<file path="src/rtl/ddc_nco_pkg.sv">
// constants for the downconversion configuration bank: offsets, resets, fields, states
// assumes a register port that already decodes serial frames into byte accesses
//
// Contract
// abort: software writes abort bit one then zero; device stops calibration, frees port
// host aborts only if calibration command stays set beyond 400 ms
// abort register reachable only while the controller runs a calibration
// decimation code 1,2,3,4 gives factor 32,24,16,12; reset 0x01
// coarse frequency is six-bit word times sample rate over 64
// fine word is signed; step rate/4096 in modes 1,3, rate/3072 in 2,4
// positive fine word shifts down, negative shifts up
// tuning and phase registers exist once per profile; coarse reset 0x05 profile 0
// coarse oscillator loads six-bit start phase on sysref sync
// fine start phase is ten bits, low eight and top two in two registers
// format bit clear gives twos complement, set gives offset binary
// in standby, blocks with mask bit set power down, others stay active
// mask bits: 6 neg supply, 5 main pll, 4 link pll, 3 link tx, 2 framer, 1 datapath
// mask bit 0 gates all digital clocks during standby
// calibration command clears on finish and on completed abort
// two-bit profile select chooses the active profile
// datapath and register accesses both use the selected profile's copies

package ddc_nco_pkg;

  localparam int ADDR_W = 10;
  localparam int DATA_W = 8;

  localparam logic [9:0] ADDR_CAL_ABORT = 10'h11a;
  localparam logic [9:0] ADDR_DECIM = 10'h140;
  localparam logic [9:0] ADDR_COARSE_TUNE = 10'h141;
  localparam logic [9:0] ADDR_FINE_TUNE = 10'h142;
  localparam logic [9:0] ADDR_COARSE_START = 10'h143;
  localparam logic [9:0] ADDR_FINE_START_LOW = 10'h144;
  localparam logic [9:0] ADDR_FINE_START_HIGH = 10'h145;
  localparam logic [9:0] ADDR_OUT_FORMAT = 10'h146;
  localparam logic [9:0] ADDR_STANDBY = 10'h150;

  localparam logic [2:0] RST_DECIM = 3'h1;
  localparam logic RST_OUT_FORMAT = 1'h0;
  localparam logic [6:0] RST_STANDBY = 7'h02;

  localparam int CAL_ABORT_BIT = 0;
  localparam int OFFSET_BINARY_BIT = 0;

  // standby mask bit positions
  localparam int STANDBY_DIGITAL_CLOCKS_OFF_BIT = 0;
  localparam int STANDBY_DATAPATH_OFF_BIT = 1;
  localparam int STANDBY_FRAMER_OFF_BIT = 2;
  localparam int STBY_LINK_TX_BIT = 3;
  localparam int STBY_LINK_PLL_BIT = 4;
  localparam int STBY_MAIN_PLL_BIT = 5;
  localparam int STBY_NEG_SUPPLY_BIT = 6;
  localparam int STBY_W = 7;

  localparam logic [2:0] DEC_CODE_32 = 3'h1;
  localparam logic [2:0] DEC_CODE_24 = 3'h2;
  localparam logic [2:0] DEC_CODE_16 = 3'h3;
  localparam logic [2:0] DEC_CODE_12 = 3'h4;
  localparam logic [5:0] DEC_FACTOR_32 = 6'h20;
  localparam logic [5:0] DEC_FACTOR_24 = 6'h18;
  localparam logic [5:0] DEC_FACTOR_16 = 6'h10;
  localparam logic [5:0] DEC_FACTOR_12 = 6'h0c;
  localparam logic [5:0] DEC_FACTOR_NONE = 6'h00;

  // one profile entry: coarse tune, fine tune, coarse start, fine start
  localparam int PROFILES = 4;
  localparam int PROFILE_W = 2;
  localparam int COARSE_W = 6;
  localparam int FINE_W = 8;
  localparam int FINE_START_W = 10;
  localparam int COARSE_TUNE_LSB = 0;
  localparam int FINE_TUNE_LSB = 6;
  localparam int COARSE_START_LSB = 14;
  localparam int FINE_START_LSB = 20;
  localparam int ENTRY_W = 30;
  localparam logic [29:0] ENTRY_RST_PROFILE0 = {10'h000, 6'h00, 8'h15, 6'h05};
  localparam logic [29:0] ENTRY_RST_OTHER = 30'h00000000;

  // calibration overdue watch
  localparam int CLK_HZ = 100000000;
  localparam int CAL_WAIT_MS = 400;
  localparam int CAL_WAIT_CYCLES = CAL_WAIT_MS * (CLK_HZ / 1000);

  typedef enum logic [2:0] {
    AB_IDLE = 3'b001,
    AB_ARMED = 3'b010,
    AB_FIRE = 3'b100
  } abort_state_t;

endpackage

</file>
<file path="src/rtl/ddc_nco_standby_config.sv">
// configuration bank: calibration abort, decimation, per-profile oscillator words,
// output format and standby power mask
// assumes a byte-wide register port fed by the serial interface, inputs synchronous to i_clk
`timescale 1ns/10ps
`default_nettype none

module ddc_nco_standby_config
  import ddc_nco_pkg::*;
#(
  parameter int CAL_WAIT = CAL_WAIT_CYCLES
) (
  // clock and reset
  input wire logic i_clk,
  input wire logic i_rst,
  // register port
  input wire logic i_reg_wr,
  input wire logic i_reg_rd,
  input wire logic [ADDR_W-1:0] i_reg_addr,
  input wire logic [DATA_W-1:0] i_reg_wdata,
  output logic [DATA_W-1:0] o_reg_rdata,
  output logic o_reg_rvalid,
  // calibration controller
  input wire logic i_cal_busy,
  input wire logic i_cal_finish,
  output logic o_cal_abort,
  output logic o_cal_cmd_clear,
  output logic o_cal_overdue,
  // profile and sync
  input wire logic [PROFILE_W-1:0] i_profile_sel,
  input wire logic i_sysref_sync,
  // datapath controls
  output logic [5:0] o_decim_factor,
  output logic o_fine_step_3072,
  output logic [COARSE_W-1:0] o_coarse_tuning,
  output logic [FINE_W-1:0] o_fine_tuning,
  output logic o_fine_shift_down,
  output logic o_fine_shift_up,
  output logic [COARSE_W-1:0] o_coarse_start_phase,
  output logic [FINE_START_W-1:0] o_fine_start_phase,
  output logic o_phase_load,
  output logic [COARSE_W-1:0] o_coarse_phase,
  output logic o_offset_binary,
  // standby
  input wire logic i_standby,
  output logic o_standby_neg_supply_off,
  output logic o_standby_main_pll_off,
  output logic o_standby_link_pll_off,
  output logic o_standby_link_tx_off,
  output logic o_standby_framer_off,
  output logic o_standby_datapath_off,
  output logic o_standby_digital_clocks_off
);

  ////////////////////////////////////////////////////////////////////////////
  // decode
  logic wr_cal, wr_profile;
  assign wr_cal = i_reg_wr && (i_reg_addr == ADDR_CAL_ABORT) && i_cal_busy;
  assign wr_profile = i_reg_wr && (i_reg_addr >= ADDR_COARSE_TUNE) && (i_reg_addr <= ADDR_FINE_START_HIGH);

  ////////////////////////////////////////////////////////////////////////////
  // calibration abort
  abort_state_t abort_state, next_abort_state;
  logic abort_bit, next_abort_bit;
  logic cmd_clear, next_cmd_clear;
  logic [31:0] cal_cnt, next_cal_cnt;
  logic overdue, next_overdue;

  always_comb begin
    next_abort_state = abort_state;
    next_abort_bit = abort_bit;
    next_cal_cnt = cal_cnt;
    next_overdue = overdue;
    // finish and completed abort both clear the command
    next_cmd_clear = i_cal_finish;
    case (abort_state)
      AB_IDLE: begin
        if (wr_cal && i_reg_wdata[CAL_ABORT_BIT]) begin
          next_abort_state = AB_ARMED;
        end
      end
      AB_ARMED: begin
        if (!i_cal_busy) begin
          next_abort_state = AB_IDLE;
        end else if (wr_cal && !i_reg_wdata[CAL_ABORT_BIT]) begin
          next_abort_state = AB_FIRE;
          next_cmd_clear = 1'b1;
        end
      end
      AB_FIRE: next_abort_state = AB_IDLE;
      default: next_abort_state = AB_IDLE;
    endcase
    // bit is meaningless once the controller stops, so it drops with busy
    if (wr_cal) begin
      next_abort_bit = i_reg_wdata[CAL_ABORT_BIT];
    end else if (!i_cal_busy) begin
      next_abort_bit = 1'b0;
    end
    // overdue flag only helps software decide when to abort
    if (!i_cal_busy) begin
      next_cal_cnt = 32'h0;
      next_overdue = 1'b0;
    end else if (cal_cnt >= 32'(CAL_WAIT - 1)) begin
      next_overdue = 1'b1;
    end else begin
      next_cal_cnt = cal_cnt + 32'h1;
    end
  end

  always_ff @(posedge i_clk) begin
    if (i_rst) begin
      abort_state <= AB_IDLE;
      abort_bit <= 1'b0;
      cmd_clear <= 1'b0;
      cal_cnt <= 32'h0;
      overdue <= 1'b0;
    end else begin
      abort_state <= next_abort_state;
      abort_bit <= next_abort_bit;
      cmd_clear <= next_cmd_clear;
      cal_cnt <= next_cal_cnt;
      overdue <= next_overdue;
    end
  end

  assign o_cal_abort = abort_state[2];
  assign o_cal_cmd_clear = cmd_clear;
  assign o_cal_overdue = overdue;

  ////////////////////////////////////////////////////////////////////////////
  // profile copies
  logic [ENTRY_W-1:0] prof_rdata, prof_wdata;

  // read-merge-write into the selected profile; write-first store keeps it coherent
  always_comb begin
    prof_wdata = prof_rdata;
    case (i_reg_addr)
      ADDR_COARSE_TUNE: prof_wdata[COARSE_TUNE_LSB +: COARSE_W] = i_reg_wdata[COARSE_W-1:0];
      ADDR_FINE_TUNE: prof_wdata[FINE_TUNE_LSB +: FINE_W] = i_reg_wdata;
      ADDR_COARSE_START: prof_wdata[COARSE_START_LSB +: COARSE_W] = i_reg_wdata[COARSE_W-1:0];
      ADDR_FINE_START_LOW: prof_wdata[FINE_START_LSB +: 8] = i_reg_wdata;
      ADDR_FINE_START_HIGH: prof_wdata[FINE_START_LSB + 8 +: 2] = i_reg_wdata[1:0];
      default: prof_wdata = prof_rdata;
    endcase
  end

  profile_word_store #(
    .WIDTH(ENTRY_W),
    .DEPTH(PROFILES),
    .AW(PROFILE_W),
    .RST_FIRST(ENTRY_RST_PROFILE0),
    .RST_REST(ENTRY_RST_OTHER)
  ) u_store (
    .i_clk(i_clk),
    .i_rst(i_rst),
    .i_wr(wr_profile),
    .i_waddr(i_profile_sel),
    .i_wdata(prof_wdata),
    .i_raddr(i_profile_sel),
    .o_rdata(prof_rdata)
  );

  ////////////////////////////////////////////////////////////////////////////
  // plain control registers
  logic [2:0] decim, next_decim;
  logic offset_bin, next_offset_bin;
  logic [STBY_W-1:0] stby_mask, next_stby_mask;
  always_comb begin
    next_decim = decim;
    next_offset_bin = offset_bin;
    next_stby_mask = stby_mask;
    if (i_reg_wr) begin
      case (i_reg_addr)
        ADDR_DECIM: next_decim = i_reg_wdata[2:0];
        ADDR_OUT_FORMAT: next_offset_bin = i_reg_wdata[OFFSET_BINARY_BIT];
        ADDR_STANDBY: next_stby_mask = i_reg_wdata[STBY_W-1:0];
        default: next_decim = decim;
      endcase
    end
  end

  always_ff @(posedge i_clk) begin
    if (i_rst) begin
      decim <= RST_DECIM;
      offset_bin <= RST_OUT_FORMAT;
      stby_mask <= RST_STANDBY;
    end else begin
      decim <= next_decim;
      offset_bin <= next_offset_bin;
      stby_mask <= next_stby_mask;
    end
  end

  ////////////////////////////////////////////////////////////////////////////
  // datapath outputs
  logic [5:0] next_factor;
  logic next_step_3072;
  logic [FINE_W-1:0] fine_field;
  logic [COARSE_W-1:0] next_coarse_phase;
  logic [STBY_W-1:0] stby_out, next_stby_out;

  assign fine_field = prof_rdata[FINE_TUNE_LSB +: FINE_W];
  always_comb begin
    next_step_3072 = 1'b0;
    case (decim)
      DEC_CODE_32: next_factor = DEC_FACTOR_32;
      DEC_CODE_24: begin
        next_factor = DEC_FACTOR_24;
        next_step_3072 = 1'b1;
      end
      DEC_CODE_16: next_factor = DEC_FACTOR_16;
      DEC_CODE_12: begin
        next_factor = DEC_FACTOR_12;
        next_step_3072 = 1'b1;
      end
      default: next_factor = DEC_FACTOR_NONE;
    endcase
    // phase wraps in sixty-fourths of a cycle, one step per sample
    next_coarse_phase = i_sysref_sync ? prof_rdata[COARSE_START_LSB +: COARSE_W]
        : COARSE_W'(o_coarse_phase + o_coarse_tuning);
    next_stby_out = i_standby ? stby_mask : '0;
  end

  always_ff @(posedge i_clk) begin
    if (i_rst) begin
      o_decim_factor <= DEC_FACTOR_32;
      o_fine_step_3072 <= 1'b0;
      o_coarse_tuning <= ENTRY_RST_PROFILE0[COARSE_TUNE_LSB +: COARSE_W];
      o_fine_tuning <= ENTRY_RST_PROFILE0[FINE_TUNE_LSB +: FINE_W];
      o_fine_shift_down <= 1'b0;
      o_fine_shift_up <= 1'b0;
      o_coarse_start_phase <= '0;
      o_fine_start_phase <= '0;
      o_phase_load <= 1'b0;
      o_coarse_phase <= '0;
      o_offset_binary <= RST_OUT_FORMAT;
      stby_out <= '0;
    end else begin
      o_decim_factor <= next_factor;
      o_fine_step_3072 <= next_step_3072;
      o_coarse_tuning <= prof_rdata[COARSE_TUNE_LSB +: COARSE_W];
      o_fine_tuning <= fine_field;
      o_fine_shift_down <= !fine_field[FINE_W-1] && (fine_field != '0);
      o_fine_shift_up <= fine_field[FINE_W-1];
      o_coarse_start_phase <= prof_rdata[COARSE_START_LSB +: COARSE_W];
      o_fine_start_phase <= prof_rdata[FINE_START_LSB +: FINE_START_W];
      o_phase_load <= i_sysref_sync;
      o_coarse_phase <= next_coarse_phase;
      o_offset_binary <= offset_bin;
      stby_out <= next_stby_out;
    end
  end

  assign o_standby_neg_supply_off = stby_out[STBY_NEG_SUPPLY_BIT];
  assign o_standby_main_pll_off = stby_out[STBY_MAIN_PLL_BIT];
  assign o_standby_link_pll_off = stby_out[STBY_LINK_PLL_BIT];
  assign o_standby_link_tx_off = stby_out[STBY_LINK_TX_BIT];
  assign o_standby_framer_off = stby_out[STANDBY_FRAMER_OFF_BIT];
  assign o_standby_datapath_off = stby_out[STANDBY_DATAPATH_OFF_BIT];
  assign o_standby_digital_clocks_off = stby_out[STANDBY_DIGITAL_CLOCKS_OFF_BIT];

  ////////////////////////////////////////////////////////////////////////////
  // read-back
  logic [DATA_W-1:0] next_rdata;
  always_comb begin
    next_rdata = 8'h00;
    case (i_reg_addr)
      // hidden outside calibration: reads as zero
      ADDR_CAL_ABORT: next_rdata = {7'h00, abort_bit & i_cal_busy};
      ADDR_DECIM: next_rdata = {5'h00, decim};
      ADDR_COARSE_TUNE: next_rdata = {2'h0, prof_rdata[COARSE_TUNE_LSB +: COARSE_W]};
      ADDR_FINE_TUNE: next_rdata = fine_field;
      ADDR_COARSE_START: next_rdata = {2'h0, prof_rdata[COARSE_START_LSB +: COARSE_W]};
      ADDR_FINE_START_LOW: next_rdata = prof_rdata[FINE_START_LSB +: 8];
      ADDR_FINE_START_HIGH: next_rdata = {6'h00, prof_rdata[FINE_START_LSB + 8 +: 2]};
      ADDR_OUT_FORMAT: next_rdata = {7'h00, offset_bin};
      ADDR_STANDBY: next_rdata = {1'h0, stby_mask};
      default: next_rdata = 8'h00;
    endcase
  end

  always_ff @(posedge i_clk) begin
    if (i_rst) begin
      o_reg_rdata <= 8'h00;
      o_reg_rvalid <= 1'b0;
    end else begin
      o_reg_rdata <= i_reg_rd ? next_rdata : 8'h00;
      o_reg_rvalid <= i_reg_rd;
    end
  end
endmodule // ddc_nco_standby_config

`default_nettype wire

</file>
<file path="src/rtl/profile_word_store.sv">
// per-profile storage of oscillator tuning and start phase words
// assumes one write and one read port on the same clock; read data registered
`timescale 1ns/10ps
`default_nettype none

module profile_word_store #(
  parameter int WIDTH = 30,
  parameter int DEPTH = 4,
  parameter int AW = 2,
  parameter logic [WIDTH-1:0] RST_FIRST = '0,
  parameter logic [WIDTH-1:0] RST_REST = '0
) (
  // clock and reset
  input wire logic i_clk,
  input wire logic i_rst,
  // write port
  input wire logic i_wr,
  input wire logic [AW-1:0] i_waddr,
  input wire logic [WIDTH-1:0] i_wdata,
  // read port
  input wire logic [AW-1:0] i_raddr,
  output logic [WIDTH-1:0] o_rdata
);

  logic [WIDTH-1:0] mem [DEPTH];
  logic [WIDTH-1:0] next_rdata;

  // write-first so a merge in the next cycle sees the fresh word
  always_comb begin
    if (i_wr && (i_waddr == i_raddr)) begin
      next_rdata = i_wdata;
    end else begin
      next_rdata = mem[i_raddr];
    end
  end

  genvar g;
  generate
    for (g = 0; g < DEPTH; g++) begin : g_entry
      always_ff @(posedge i_clk) begin
        if (i_rst) begin
          mem[g] <= (g == 0) ? RST_FIRST : RST_REST;
        end else if (i_wr && (i_waddr == AW'(g))) begin
          mem[g] <= i_wdata;
        end
      end
    end
  endgenerate

  always_ff @(posedge i_clk) begin
    if (i_rst) begin
      o_rdata <= RST_FIRST;
    end else begin
      o_rdata <= next_rdata;
    end
  end

endmodule // profile_word_store

`default_nettype wire
</file>
<file path="config.mk">
export PLATFORM = sky130hd
export DESIGN_NAME = ddc_nco_standby_config
export DESIGN_NICKNAME = d
export VERILOG_FILES = /design/src/rtl/ddc_nco_pkg.sv /design/src/rtl/ddc_nco_standby_config.sv /design/src/rtl/profile_word_store.sv
export SDC_FILE = /design/constraint.sdc
export NUM_CORES = 1
export LEC_CHECK = 0
export CELL_PAD_IN_SITES_DETAIL_PLACEMENT = 0
export CELL_PAD_IN_SITES_GLOBAL_PLACEMENT = 1
export CORE_ASPECT_RATIO = 0.9
export CORE_MARGIN = 2
export CORE_UTILIZATION = 48
export DETAILED_ROUTE_END_ITERATION = 16
export DONT_BUFFER_PORTS = 1
export PLACE_DENSITY_LB_ADDON = 0.1
export SYNTH_ARGS = -nofsm -noshare
export SYNTH_HDL_FRONTEND = slang
export SYNTH_SLANG_ARGS = --single-unit
</file>
<file path="constraint.sdc">
create_clock -name i_clk -period 10.99 [get_ports i_clk]
set_input_delay 1.6485 -clock i_clk [delete_from_list [all_inputs] [get_ports i_clk]]
set_output_delay 1.6485 -clock i_clk [all_outputs]
set_load 0.05 [all_outputs]
</file>
======== After elaboration in Yosys (flattened, before gate mapping) ========
Memories as Yosys holds them, arrays and structs flattened.
Cells that the tools add are included.
word-level totals
  register bits after elaboration ......... 142
  latch bits .............................. 0
  RAM bits ................................ 120
  bits in read-only memories .............. 0
  logic and storage cells ................. 118
  memories kept ........................... 1
memories
  name         depth  bits a word  rd ports  clocked after memory_dff  wr ports  line                      text
  u_store.mem  4      30           1         0                         4         profile_word_store.sv:25  logic [WIDTH-1:0] mem [DEPTH];
operators by class
  add/subtract/negate cells ............... 2
  multipliers ............................. 0
  divide/modulo/power cells ............... 0
  magnitude comparators ................... 3
  equality and inequality tests ........... 21
  shift operators ......................... 0
  multiplexer cells ....................... 37
  bitwise gates (word level) .............. 8
  reduce and logical (&&, ||, !) cells .... 23
operator list
  operator               count
  $mux 30                5
  $eq 10x9->1 const B    9
  $pmux 8 s9             1
  $add 32x1->32 const B  1
  $ge 32x26->1 const B   1
  $pmux 6 s4             1
  $mux 1                 20
  $mux 6                 3
  $mux 8                 2
  $logic_and 1x1->1      11
  $ge 10x9->1 const B    1
  $le 10x9->1 const B    1
  $eq 3x2->1 const B     3
  $mux 3                 3
  $reduce_and 2->1       4
  $reduce_bool 8->1      1
  $reduce_or 2->1        4
  $add 6x6->6            1
  $eq 3x1->1 const B     2
  $pmux 3 s2             1
  $eq 2x2->1 const B     2
  $or 1x1->1             4
  $eq 3x3->1 const B     1
  $ne 3x3->1 const B     1
  8 further kinds        11

======== Longest topological paths before layout ========
  word-level depth ........................ 8
  gate-level depth with buffers ........... 8

======== Cells and area by module ========
From an unflattened synthesis, not the netlist that was laid out.
second synthesis, totals
  cell total of the unflattened synthesis .. 1006
  area, all modules ....................... 11533.6 sq um
by module, submodules not included
  module                  times used  cells each  area an instance (sq um)  sequential area each (sq um)
  profile_word_store      1           450         6590.1                    4204.0
  ddc_nco_standby_config  1           556         4943.5                    2182.1

======== Worst setup path after synthesis ========
Ideal clock, no wire load.
  path type ............................... in2reg
  start point ............................. input port i_reg_addr[3]
  end point ............................... memory u_store.mem[1][0], enable pin
  data arrival time ....................... 5390 ps
  slack ................................... 5138 ps
  stages .................................. 7
  cells stage by stage .................... or3_1 > buf_6 > nor4_4 > o2111ai_1 > buf_2 > buf_2 > o31ai_1
RTL lines
  what             line                          text
  start, declared  ddc_nco_standby_config.sv:18  input wire logic [ADDR_W-1:0] i_reg_addr,
  end, declared    profile_word_store.sv:25

==> flow_metrics.py <==
metrics = {
    "run_status": {
        "status": "finished, final reports clean",
    },
    "global_route": {
        "antenna_found_initial": 0,
        "grt_use_total_pct": 22.4,
        "grt_pass1_wl_mm": 41.6,
        "grt_max_degree": 84,
        "grt_pass1_vias": 7174,
        "grt.overflow.total": 0,
    },
    "yosys": {
        "synth.area.top_cells": "edfxtp_1 33%, dfxtp_1 25%, mux4_2 6.1%",
        "avgSynthCellArea_sq_um": 11.4,
        "synth.top_cell.area_share_pct": 32.7,
        "synth.most_common_cell": "nor2_1",
        "synthFlopType": "dfxtp_1",
        "synthTopCellsByCount": "141 x nor2_1, 139 x dfxtp_1, 120 x edfxtp_1, 73 x nand2_1, 65 x a21oi_1",
        "synth_cells": 965,
        "synth-seq-cells": 259,
        "ys_types": 71,
        "seq_area_frac_synth_pct": 57.9,
        "synth_edf_count": 120,
        "synth_top_area_cell": "edfxtp_1",
        "syn_area_sq_um": 11000,
        "ys_warn_count": 0,
        "synthArstFlopShare_pct": 0,
    },
    "routing": {
        "ant_nets": 0,
        "drtIter0Drc": 846,
        "drt_wl_total_mm": 27.1,
        "drtPass1Iterations": 6,
        "num_vias": 7456,
        "via_per_inst": 5.91,
        "wire_per_inst_microns": 21.5,
        "remaining_drc_errors": 0,
    },
    "timing": {
        "slew_violations": 0,
        "rsz0062_at_grt": "no",
        "hold_violations": 0,
        "tns_ps": 0,
        "fin_skew_ps": 7.93,
        "fin_crit_sh_pct": 37.3,
        "fmax_ghz": 0.244,
        "slew_headroom_pct": 31.9,
        "setup_violations": 0,
        "fin_crit_ps": 4100,
        "worst_slew_pin_slew_ps": 1010,
    },
    "clock_network": {
        "post_cts.repair.setup_buffers": 0,
        "cts_num_sinks": 259,
        "tritoncts": "yes",
        "path_clk_slew_ps": 60,
        "clock_latency_ps": 540,
        "htreeDepth": 1,
        "clockBufferDepth": 3,
        "root_buffer": "clkbuf_16",
        "cts_resized": 0,
        "cts_buffers": 28,
        "cts_hold_buffers": 0,
    },
    "worst_setup_path": {
        "start_kind": "primary input",
        "cp_data_required_time_ps": 11350,
        "path_class": "primary input to flip-flop",
        "r2r-start": "cal_cnt[14]$_SDFFE_PP0N_",
        "reg2regPathDepth": 5,
        "cp-end-kind": "flip-flop",
        "r2r_setup_slack_ps": 8330,
        "crit_fanout": 31,
        "timing.rr.end": "cal_cnt[23]$_SDFFE_PP0N_",
        "arrival_ps": 4460,
    },
    "worst_hold_path": {
        "min_from": "cal_cnt[27]$_SDFFE_PP0N_",
        "hold_depth": 1,
        "worstHoldPathType": "flip-flop to flip-flop",
        "hold_end": "cal_cnt[27]$_SDFFE_PP0N_",
    },
    "placed_design": {
        "placed_cell_area_sq_um": 11200,
        "hpwl_mm": 17.8,
        "gp_congestion": 0.868,
        "portBuffers": 0,
    },
    "finish": {
        "area_growth_syn_to_layout_pct": 10.1,
        "drive_above_1_share_pct": 12.1,
        "nNetsFinal": 979,
        "design_area_sq_um": 12100,
        "num_antenna_cells": 0,
        "fin_util_pct": 54.0,
    },
    "die": {
        "fp.dieW_microns": 164,
        "num_io_pins": 94,
        "die_h_microns": 148,
        "coreArea_sq_um": 22500,
        "rows": 52,
        "die_area_sq_um": 24200,
        "start_util_pct": 49.0,
    },
    "pwr": {
        "p_per_area_nw_per_um2": 175,
        "leakagePower_nw": 4.27,
        "ir_drop_v": 0.000105,
    },
    "run": {
        "max_cap_viol_count": 0,
    },
}
## worst max-delay path: stages
cell and delay, ps:
or3_1 510, nor4_4 490, o2111a_2 750, nand3_2 750, nor2_1 280
## cell usage in the layout (no fill, tap or decap), types with 6 or more instances in the layout
cell type,netlist,layout
edfxtp_1,120,120
ha_1,6,6
inv_1,7,7
or4_1,10,10
nand3_1,28,28
mux2i_1,34,34
o21ai_0,18,17
clkbuf_16,0,30
nand2_1,73,73
nor3_1,11,11
xnor2_1,7,7
dfxtp_1,139,139
nor2_1,141,141
nor2b_1,33,33
nand4_1,10,10
clkinv_2,0,7
or3_1,17,17
nand2b_1,28,28
buf_4,3,9
o211ai_1,10,10
or2_2,9,9
nor4_1,6,6
a21oi_1,65,65
mux4_2,30,30
and2_1,16,16
## cell families (layout without fill, tap and decap cells)
group	after synthesis	count (layout)	share of synthesized area, %
XOR/XNOR	7	7	0.556
buffers and inverters	68	67	3.13
multiplexers	68	68	10.0
flip-flops	259	259	57.9
other	1	2	0.0340
AO/OA/AOI/OAI	135	135	7.64
AND/OR/NAND/NOR	420	420	19.9
adder cells (fa/ha/maj)	7	7	0.862
## where the power goes
| group | internal (mW) | switching (mW) | total, mW |
|---|---|---|---|
| logic | 0.0387 | 0.0522 | 0.0909 |
| clock network | 0.573 | 0.379 | 0.951 |
| registers | 1.04 | 0.0452 | 1.08 |
| total | 1.65 | 0.476 | 2.12 |
## layer usage
| layer | vias to the layer above | routed length [microns] | GRT usage [%] |
|---|---|---|---|
| li1 | 3458 | - | - |
| met1 | 3642 | 12700 | 35.0 |
| met2 | 317 | 11500 | 32.1 |
| met3 | 39 | 2390 | 3.68 |
| met4 | 0 | 622 | 6.05 |
| met5 | - | 0 | 0 |
## state kept, by name (all words and copies together), names as in the netlist, 6 cells and up
signal and count:
u_store.mem 120, cal_cnt 32, u_store.o_rdata 30, o_fine_start_phase 10, o_fine_tuning 8, o_reg_rdata 8, stby_mask 7, stby_out 7
o_coarse_phase 6, o_coarse_start_phase 6, o_coarse_tuning 6
## area by class of cell
type	count	area, sq um
Fill cell	1971	10400
Sequential cell	259	6390
Multi-Input combinational cell	639	4340
Clock buffer	36	823
Tap cell	297	372
Clock inverter	15	130
Timing Repair Buffer	9	67.6
Inverter	7	26.3
## metrics by stage
step | cells | hold WS [ps] | total power [mW] | worst slack [ps]
floorplan | 966 | 420 | 1.17 | 5140
global placement | 1211 | 433 | 1.19 | 6450
detailed placement | 1211 | 444 | 1.19 | 6340
CTS | 1262 | 462 | 2.14 | 6880
global route | 1262 | 489 | 2.19 | 6650
finish | 1262 | 458 | 2.12 | 6890
## how the worst max path moves through the flow
stage | startpoint | end | slack [ps]
after floorplan | i_reg_addr[3] | u_store.mem[1][0]$_SDFFCE_PN0P_ | 5140
after global placement | i_reg_addr[3] | u_store.mem[2][20]$_SDFFCE_PN0P_ | 6450
after detailed placement | i_reg_addr[3] | u_store.mem[2][13]$_SDFFCE_PN0P_ | 6340
after CTS | i_reg_addr[3] | u_store.mem[2][13]$_SDFFCE_PN0P_ | 6880
after global routing | i_reg_addr[3] | u_store.mem[2][28]$_SDFFCE_PN0P_ | 6650
final | i_reg_addr[3] | u_store.mem[2][11]$_SDFFCE_PN0P_ | 6890
Power figures use the tool's default switching activity.
